## src/issw_consts.svh

```systemverilog
`ifndef ISSW_CONSTS_SVH
`define ISSW_CONSTS_SVH
// Select bit encodings
`define ISSW_SEL_LEGACY 1'b1
`define ISSW_SEL_NATIVE 1'b0
// Reset values
`define ISSW_RST_SEL 1'b0
// Native target alignment, low bits cleared
`define ISSW_ALIGN_BITS 4
// Legacy addressing confined to this many address bits
`define ISSW_LEGACY_ABITS 32
// Register map ranges for legacy state
`define ISSW_MAP_LO 5'h08
`define ISSW_MAP_HI 5'h1F
// Fault codes
`define ISSW_FLT_NONE 3'h0
`define ISSW_FLT_DISABLED 3'h1
`define ISSW_FLT_FP 3'h2
`define ISSW_FLT_GP 3'h3
`define ISSW_FLT_INTERCEPT 3'h4
`endif

```

## src/issw_pkg.sv

```systemverilog
package issw_pkg;
  // Transition request kinds
  typedef enum logic [2:0] {
    ISSW_OP_NONE = 3'h0,
    ISSW_OP_JMP_ABS = 3'h1,
    ISSW_OP_JMP_REG = 3'h2,
    ISSW_OP_BR_LEGACY = 3'h3,
    ISSW_OP_RETURN = 3'h4
  } issw_op_t;
  // Controller states, Gray along idle-commit-idle
  typedef enum logic [1:0] {
    ISSW_ST_IDLE = 2'b00,
    ISSW_ST_COMMIT = 2'b01,
    ISSW_ST_FAULT = 2'b11
  } issw_state_t;
  // Legacy operating sub-mode
  typedef enum logic [1:0] {
    ISSW_LM_REAL = 2'h0,
    ISSW_LM_V86 = 2'h1,
    ISSW_LM_PROT = 2'h2
  } issw_lmode_t;
endpackage : issw_pkg

```

## src/issw_tgt_if.sv

```systemverilog
`timescale 1ns/1ps
// Target computation request and result between main block and calculator
interface issw_tgt_if;
  logic [1:0] kind;      // 0 jump abs, 1 jump reg, 2 branch legacy
  logic [31:0] operand;  // Displacement, register or branch reg low half
  logic [31:0] cs_base;  // Code segment base
  logic [31:0] cs_limit; // Code segment limit
  logic [63:0] ip;       // Native pointer result
  logic [31:0] lip;      // Legacy pointer result
  logic limit_bad;       // Legacy target beyond limit
  modport calc (input kind, operand, cs_base, cs_limit,
                output ip, lip, limit_bad);
  modport user (output kind, operand, cs_base, cs_limit,
                input ip, lip, limit_bad);
endinterface : issw_tgt_if

```

## src/issw_mode_switch.sv

```systemverilog
`timescale 1ns/1ps
`include "issw_consts.svh"
// Operation
// - select bit: 1 legacy, 0 native
// - jump-to-native switches to native target
// - branch-to-legacy switches to legacy target
// - return restores interrupted context's set
// - interruptions always switch to native
// - native mode disables segmentation
// - native mode: 64-bit addresses, translation on
// - legacy: narrow ops, native registers hidden
// - legacy: segment checks, low 4G region 0
// - legacy: fetches and data little-endian
// - legacy: superseded resource access intercepted
// - disable bit faults jump and branch
// - return and interruption ignore disable bit
// - absolute jump: displacement plus base, zero upper
// - register jump: operand plus base, zero upper
// - jump targets 16-byte aligned, below 4G
// - pending numeric exception nullifies jump, faults
// - transitions keep privilege level
// - branch pointer from register, legacy rebased
// - bad legacy target gives protection fault
// - legacy registers map onto native 8..31
module issw_mode_switch (
  input wire logic clock,
  input wire logic rst_n,
  input wire issw_pkg::issw_op_t op,            // Transition request, one cycle
  input wire logic [31:0] operand,              // Displacement/register/branch
  input wire logic operand_16,                  // Operand is 16-bit wide
  input wire logic interrupt_req,               // Interruption pulse
  input wire logic ret_to_legacy,               // Saved select bit for return
  input wire logic [63:0] ret_pointer,          // Saved resume pointer
  input wire logic transition_disable_bit,      // Disable bit from status
  input wire logic fp_pending,                  // Legacy numeric exc pending
  input wire logic [31:0] code_segment_base,    // Code segment base
  input wire logic [31:0] code_segment_limit,   // Code segment limit
  input wire logic cs_priv_bad,                 // Code segment privilege bad
  input wire issw_pkg::issw_lmode_t lmode_setup, // Legacy sub-mode set up
  input wire logic [63:0] int_vector,           // Interruption handler ptr
  input wire logic [1:0] cpl_in,                // Current privilege level
  input wire logic [63:0] va_in,                // Computed address
  input wire logic [31:0] seg_base,             // Data segment base
  input wire logic sys_access,                  // Superseded resource access
  input wire logic [4:0] reg_idx,               // Register being referenced
  input wire logic reg_is_native_only,          // Branch/pred/app/ctl reg
  output logic instruction_set_select_bit,      // Current set
  output issw_pkg::issw_lmode_t lmode,          // Legacy sub-mode
  output logic [63:0] native_instruction_pointer, // Committed pointer
  output logic [31:0] legacy_instruction_pointer, // Legacy pointer
  output logic redirect,                        // Pointer committed pulse
  output logic [2:0] fault_code,                // Fault kind, registered
  output logic fault_valid,                     // Fault pulse
  output logic [1:0] cpl_out,                   // Privilege after transition
  output logic [63:0] va_out,                   // Address to translation
  output logic xlate_en,                        // Translation enable
  output logic seg_check_en,                    // Segment checks enable
  output logic force_le,                        // Force little-endian
  output logic narrow_ops,                      // 16/32-bit operation limit
  output logic reg_hidden,                      // Register not visible
  output logic reg_mapped                       // Register holds legacy state
);
  import issw_pkg::*;

  // All state of the block
  typedef struct packed {
    issw_state_t st;
    logic sel;
    issw_lmode_t lm;
    logic [63:0] ip;
    logic [31:0] lip;
    logic redir;
    logic [2:0] flt;
    logic fv;
    logic [1:0] cpl;
    logic [63:0] va;
  } issw_regs_t;

  issw_regs_t q_r;   // Registered state
  issw_regs_t q_nxt; // Next state
  issw_tgt_if tgt(); // Target calculator link
  logic [31:0] op_ext; // Operand sized by width
  logic jump_op;       // Jump to native requested
  logic br_op;         // Branch to legacy requested

  // Mask jump operand (displacement or register) to 16 bits when narrow
  function automatic logic [31:0] issw_size(input logic [31:0] v,
                                            input logic n16);
    issw_size = n16 ? {16'h0000, v[15:0]} : v;
  endfunction : issw_size

  // True for registers carrying legacy state
  function automatic logic issw_in_map(input logic [4:0] i);
    issw_in_map = (i >= `ISSW_MAP_LO) && (i <= `ISSW_MAP_HI);
  endfunction : issw_in_map

  assign op_ext = issw_size(operand, operand_16);
  assign jump_op = (op == ISSW_OP_JMP_ABS) || (op == ISSW_OP_JMP_REG);
  assign br_op = (op == ISSW_OP_BR_LEGACY);

  // Feed the target calculator
  always_comb begin
    unique case (op)
      ISSW_OP_BR_LEGACY: tgt.kind = 2'h2;
      ISSW_OP_JMP_REG: tgt.kind = 2'h1;
      default: tgt.kind = 2'h0;
    endcase
    // Branch source keeps all 32 bits, only jumps honour the 16-bit width
    tgt.operand = br_op ? operand : op_ext;
    tgt.cs_base = code_segment_base;
    tgt.cs_limit = code_segment_limit;
  end

  // Target calculator
  issw_target_calc u_calc (
    .t(tgt.calc)
  );

  // Next-state logic
  always_comb begin
    q_nxt = q_r;
    q_nxt.redir = 1'b0;
    q_nxt.fv = 1'b0;
    q_nxt.flt = `ISSW_FLT_NONE;
    q_nxt.st = ISSW_ST_IDLE;
    q_nxt.cpl = cpl_in;
    // Address path per mode
    if (q_r.sel == `ISSW_SEL_NATIVE) begin
      q_nxt.va = va_in;
    end else begin
      q_nxt.va = {32'h0000_0000,
                  va_in[`ISSW_LEGACY_ABITS-1:0] + seg_base};
    end
    if (interrupt_req) begin
      // Interruption wins, ignores disable bit
      q_nxt.sel = `ISSW_SEL_NATIVE;
      q_nxt.ip = int_vector;
      q_nxt.redir = 1'b1;
      q_nxt.st = ISSW_ST_COMMIT;
    end else if (op == ISSW_OP_RETURN) begin
      // Return restores saved set, ignores disable bit
      q_nxt.sel = ret_to_legacy;
      q_nxt.ip = ret_pointer;
      q_nxt.lip = ret_pointer[31:0];
      if (ret_to_legacy) begin
        q_nxt.lm = lmode_setup;
      end
      q_nxt.redir = 1'b1;
      q_nxt.st = ISSW_ST_COMMIT;
    end else if ((jump_op && q_r.sel == `ISSW_SEL_LEGACY) ||
                 (br_op && q_r.sel == `ISSW_SEL_NATIVE)) begin
      if (transition_disable_bit) begin
        // Disabled transition faults, no switch
        q_nxt.flt = `ISSW_FLT_DISABLED;
        q_nxt.fv = 1'b1;
        q_nxt.st = ISSW_ST_FAULT;
      end else if (jump_op && fp_pending) begin
        // Nullified jump
        q_nxt.flt = `ISSW_FLT_FP;
        q_nxt.fv = 1'b1;
        q_nxt.st = ISSW_ST_FAULT;
      end else if (jump_op) begin
        // Commit native target with select bit
        q_nxt.sel = `ISSW_SEL_NATIVE;
        q_nxt.ip = tgt.ip;
        q_nxt.redir = 1'b1;
        q_nxt.st = ISSW_ST_COMMIT;
      end else begin
        // Commit legacy target with select bit
        q_nxt.sel = `ISSW_SEL_LEGACY;
        q_nxt.lm = lmode_setup;
        q_nxt.ip = tgt.ip;
        q_nxt.lip = tgt.lip;
        q_nxt.redir = 1'b1;
        q_nxt.st = ISSW_ST_COMMIT;
        if (tgt.limit_bad || cs_priv_bad) begin
          // Fault reported on the target instruction
          q_nxt.flt = `ISSW_FLT_GP;
          q_nxt.fv = 1'b1;
        end
      end
    end else if (q_r.sel == `ISSW_SEL_LEGACY && sys_access) begin
      // Superseded resource touched in legacy mode
      q_nxt.flt = `ISSW_FLT_INTERCEPT;
      q_nxt.fv = 1'b1;
      q_nxt.st = ISSW_ST_FAULT;
    end
  end

  // State register
  always_ff @(posedge clock) begin
    if (!rst_n) begin
      q_r <= '0;
      q_r.sel <= `ISSW_RST_SEL;
      q_r.st <= ISSW_ST_IDLE;
      q_r.lm <= ISSW_LM_REAL;
    end else begin
      q_r <= q_nxt;
    end
  end

  // Outputs
  assign instruction_set_select_bit = q_r.sel;
  assign lmode = q_r.lm;
  assign native_instruction_pointer = q_r.ip;
  assign legacy_instruction_pointer = q_r.lip;
  assign redirect = q_r.redir;
  assign fault_code = q_r.flt;
  assign fault_valid = q_r.fv;
  assign cpl_out = q_r.cpl;
  assign va_out = q_r.va;
  assign xlate_en = 1'b1;
  assign seg_check_en = q_r.sel;
  assign force_le = q_r.sel;
  assign narrow_ops = q_r.sel;
  assign reg_hidden = q_r.sel & (reg_is_native_only |
                      ~issw_in_map(reg_idx));
  assign reg_mapped = issw_in_map(reg_idx);
endmodule : issw_mode_switch

```

## src/issw_target_calc.sv

```systemverilog
`timescale 1ns/1ps
`include "issw_consts.svh"
// Combinational target pointer arithmetic
module issw_target_calc (
  issw_tgt_if.calc t
);
  logic [31:0] sum;  // Operand plus code segment base
  logic [31:0] diff; // Branch target minus code segment base
  // Target arithmetic
  always_comb begin
    sum = t.operand + t.cs_base;
    diff = t.operand - t.cs_base;
    if (t.kind == 2'h2) begin
      // Branch to legacy: upper half zero, legacy pointer rebased
      t.ip = {32'h0000_0000, t.operand};
      t.lip = diff;
      t.limit_bad = (diff > t.cs_limit);
    end else begin
      // Jump to native: aligned, upper half zero
      t.ip = {32'h0000_0000, sum[31:`ISSW_ALIGN_BITS],
              {`ISSW_ALIGN_BITS{1'b0}}};
      t.lip = 32'h0000_0000;
      t.limit_bad = 1'b0;
    end
  end
endmodule : issw_target_calc

```

## config.mk

```make
export PLATFORM = sky130hd
export DESIGN_NAME = issw_mode_switch
export DESIGN_NICKNAME = d
export VERILOG_FILES = /design/src/issw_pkg.sv /design/src/issw_tgt_if.sv /design/src/issw_mode_switch.sv /design/src/issw_target_calc.sv
export VERILOG_INCLUDE_DIRS = /design/src
export SDC_FILE = /design/constraint.sdc
export NUM_CORES = 1
export LEC_CHECK = 0
export CAP_MARGIN = 0
export CORE_AREA = 4 4 197 199
export DETAILED_ROUTE_END_ITERATION = 12
export DIE_AREA = 0 0 201 203
export DONT_BUFFER_PORTS = 1
export SYNTH_ARGS = -nofsm -noshare
export SYNTH_HDL_FRONTEND = slang
export SYNTH_SLANG_ARGS = --single-unit
```

## constraint.sdc

```tcl
create_clock -name clock -period 6.5 [get_ports clock]
set_clock_uncertainty 0.2 [all_clocks]
set_input_delay 1.3 -clock clock [delete_from_list [all_inputs] [get_ports clock]]
set_output_delay 1.3 -clock clock [all_outputs]
set_load 0.02 [all_outputs]
```

==> impl_metrics.tcl <==
set metrics [dict create \
    area_delta_synth_final_pct 8.27 \
    fin_crit_ps 5890 \
    grt_max_degree 132 \
    io_buffers 0 \
    finalCritPeriodShare_pct 90.7 \
    diodes 0 \
    start_util_pct 33.3 \
    initialDrtViolationCount 749 \
    drt-total-wl_um 49200 \
    wl_per_cell_um 25.3 \
    cts_sinks 170 \
    cts_tree "yes" \
    path_clk_slew_ps 70 \
    die_height_um 203 \
    crit_path_end_kind "register" \
    power_density_nw_per_um2 231 \
    setup_viol 0 \
    drive_above_1_share_pct 6.45 \
    finalNonFillerCells 1948 \
    synthCells 1506 \
    antenna_found_initial 4 \
    switching_share_pct 35.3 \
    cts_max_path_buffers 2 \
    grt_use_total_pct 22.7 \
    coreArea_sq_um 37200 \
    rows 71 \
    ant_nets 0 \
    peakVddDrop_v 0.000177 \
    ys_seq_elements 170 \
    fillers 3872 \
    htree_levels 4 \
    p_leak_uw 0.00584 \
    grt_pass1_vias 11153 \
    hold_buffers 0 \
    postCtsSetupRepairBufs 0 \
    power_frac_clock_pct 34.5 \
    tightest_slew_ps 1200 \
    outcome "finished, final reports clean" \
    drv_cap 0 \
    die_w_um 201 \
    setup-tns-final_ps 0 \
    min_path_type "reg2reg" \
    synth_edf_count 0 \
    slew_headroom_pct 19.3 \
    firstDrtPassIters 5 \
    dpl_worst_slack_ps 40.3 \
    syn-cell-area_sq_um 12400 \
    cp-start-kind "input port" \
    dp_hpwl_um 38300 \
    placed_cells 1916 \
    worstPathRequired_ps 6630 \
    rsz0062_at_grt "false" \
    synth_fp_nets 1975 \
    yosysWarnings 0 \
    grt_pass1_wl_um 71100 \
    cts_buffers 17 \
    fin_nets 1930 \
    postPlaceCellArea_sq_um 12800 \
    io_pins 518 \
    critical_path.max_fanout 6 \
    setup_slack_ps 607 \
    p_int_uw 2010 \
    sequentialPowerShare_pct 39.3 \
    insertion_delay_ps 450 \
    fmax_mhz 170 \
    synthArstFlopShare_pct 0 \
    synth_cell_types 77 \
    synth_ff_type "dfxtp_1" \
    die_area_sq_um 40800 \
    clockRootBuffer "clkbuf_16" \
    synth-seq-area-share_pct 27.4 \
    grt_overflow_total 0 \
    via_per_inst 5.91 \
    p_switching_uw 1090 \
    final_area_sq_um 13400 \
    syn_area_per_cell_sq_um 8.24 \
    finalHoldViolCount 0 \
    gp_congestion 0.928 \
    drcViolationCount 0 \
    vias 11507 \
    slew_viol_final 0 \
    pwr-share-comb_pct 26.2 \
    critPathKind "in2reg" \
    cp.arrival_ps 6030 \
]
==> kinds of logic after synthesis <==
| family | share of synthesized area [%] |
|---|---|
| buffers and inverters | 6.88 |
| AO/OA/AOI/OAI | 29.1 |
| multiplexers | 1.80 |
| XOR/XNOR | 5.86 |
| flip-flops | 27.4 |
| other | 0.0302 |
| adder cells (fa/ha/maj) | 12.9 |
| AND/OR/NAND/NOR | 16.0 |
==> layout make-up <==
cell class | instances | area, sq um | share of cell area [%]
clock inverter | 13 | 133 | 0.988
tap | 474 | 593 | 4.42
clock buffer | 19 | 453 | 3.37
inverter | 108 | 408 | 3.04
multi-input combinational | 1133 | 8190 | 61.0
timing repair buffer | 31 | 245 | 1.83
sequential | 170 | 3400 | 25.4
==> layout by cell type, fill, tap and decap left out, types with 10 or more instances in the layout <==
cell	instances
nand2b_1	10
o21bai_1	13
xnor2_1	65
mux2i_1	20
nand3_1	19
a222oi_1	12
a221o_1	43
o211a_1	41
o211ai_1	12
nand2_1	80
inv_1	103
nor2b_1	30
dfxtp_1	169
a211oi_1	11
and2_1	65
a21o_1	28
nor3_1	41
nor2_1	105
a31oi_1	10
nand4_1	14
buf_4	30
o21ai_0	93
o21a_1	15
xor2_1	18
a221oi_1	26
clkbuf_16	17
ha_1	125
a21oi_1	109
==> synth_stat cells, types with 7 or more instances <==
| master | number | area, sq um |
|---|---|---|
| nand2_1 | 80 | 300 |
| inv_1 | 104 | 390 |
| a22o_1 | 9 | 78.8 |
| o21a_1 | 15 | 113 |
| ha_1 | 125 | 1560 |
| mux2i_1 | 20 | 200 |
| o21bai_1 | 13 | 97.6 |
| a31oi_1 | 10 | 62.6 |
| o211ai_1 | 12 | 90.1 |
| nor3_1 | 42 | 210 |
| a21oi_1 | 110 | 551 |
| a21boi_0 | 9 | 67.6 |
| a211oi_1 | 11 | 82.6 |
| a221o_1 | 43 | 430 |
| nand4_1 | 14 | 87.6 |
| o211a_1 | 41 | 410 |
| a21o_1 | 28 | 210 |
| nor2b_1 | 31 | 194 |
| nand3_1 | 19 | 95.1 |
| a2111oi_0 | 8 | 70.1 |
| xor2_1 | 18 | 158 |
| xnor2_1 | 65 | 569 |
| a222oi_1 | 12 | 120 |
| dfxtp_1 | 170 | 3400 |
| buf_1 | 10 | 37.5 |
| clkbuf_1 | 70 | 263 |
| o21ai_0 | 93 | 465 |
| nand2b_1 | 10 | 62.6 |
| a221oi_1 | 26 | 228 |
| a22oi_1 | 9 | 67.6 |
| nor2_1 | 107 | 402 |
| and2_1 | 66 | 413 |
| and3_1 | 7 | 43.8 |
==> what timing repair did <==
action / in CTS / in global routing
setup endpoints to repair: 0 / 1
gates resized for setup: 0 / 2
hold endpoints to repair: 0 / 0
==> critical path: stages <==
cell	delay (ps)
nand2_1	60
or2_2	330
nand2_1	130
buf_12	130
and2_1	150
ha_1	250
a21o_1	200
a21oi_1	180
nor2_1	90
nor4_1	190
o22ai_1	190
a221o_1	420
a31oi_1	280
o31ai_1	140
xor2_1	170
ha_1	320
nand4_1	130
nor2_1	180
buf_4	160
o2111ai_1	90
a21oi_1	210
buf_4	160
o21ai_0	130
a2111oi_2	420
==> power by group through the flow <==
stage / logic (uW) / clock network (uW) / registers [uW]
6_report: 813 / 1070 / 1220
5_1_grt: 900 / 1140 / 1220
4_1_cts: 806 / 1100 / 1220
3_5_place_dp: 800 / 0 / 1240
3_3_place_gp: 787 / 0 / 1250
2_1_floorplan: 630 / 0 / 1220
==> registers in the layout, summed over array words and instances, names as in the netlist <==
| signal | cells |
|---|---|
| native_instruction_pointer | 64 |
| va_out | 64 |
| legacy_instruction_pointer | 32 |
| fault_code | 3 |
| cpl_out | 2 |
| lmode | 2 |
| fault_valid | 1 |
| force_le | 1 |
| redirect | 1 |
==> per-stage QoR <==
stage / hold slack (ps) / util, % / total power [uW]
detailed placement: 362 / 34.5 / 2040
CTS: 373 / 36.1 / 3130
global route: 386 / 36.1 / 3260
finish: 369 / 36.1 / 3100
floorplan: 337 / - / 1850
global placement: 354 / 34.5 / 2030
==> final timing paths <==
path                                                                    end                                        start  slack (ps)  depth (start not counted)
worst max-delay path                               fault_code[1]$_SDFF_PP0_                                        op[0]         610                         24
worst min-delay path            native_instruction_pointer[22]$_SDFFE_PN0P_  native_instruction_pointer[22]$_SDFFE_PN0P_         370                          2
worst max register to register   native_instruction_pointer[4]$_SDFFE_PN0P_                        force_le$_SDFFE_PP0P_        3470                          7
worst min register to register  native_instruction_pointer[22]$_SDFFE_PN0P_  native_instruction_pointer[22]$_SDFFE_PN0P_         370                          2
==> per-layer routing <==
metal	track usage (%)	wire, um
met5	0	42
met4	5.21	930
met3	7.71	4640
met2	38.4	23600
met1	28.0	20000
No activity file was read; power rests on OpenSTA's default activity.
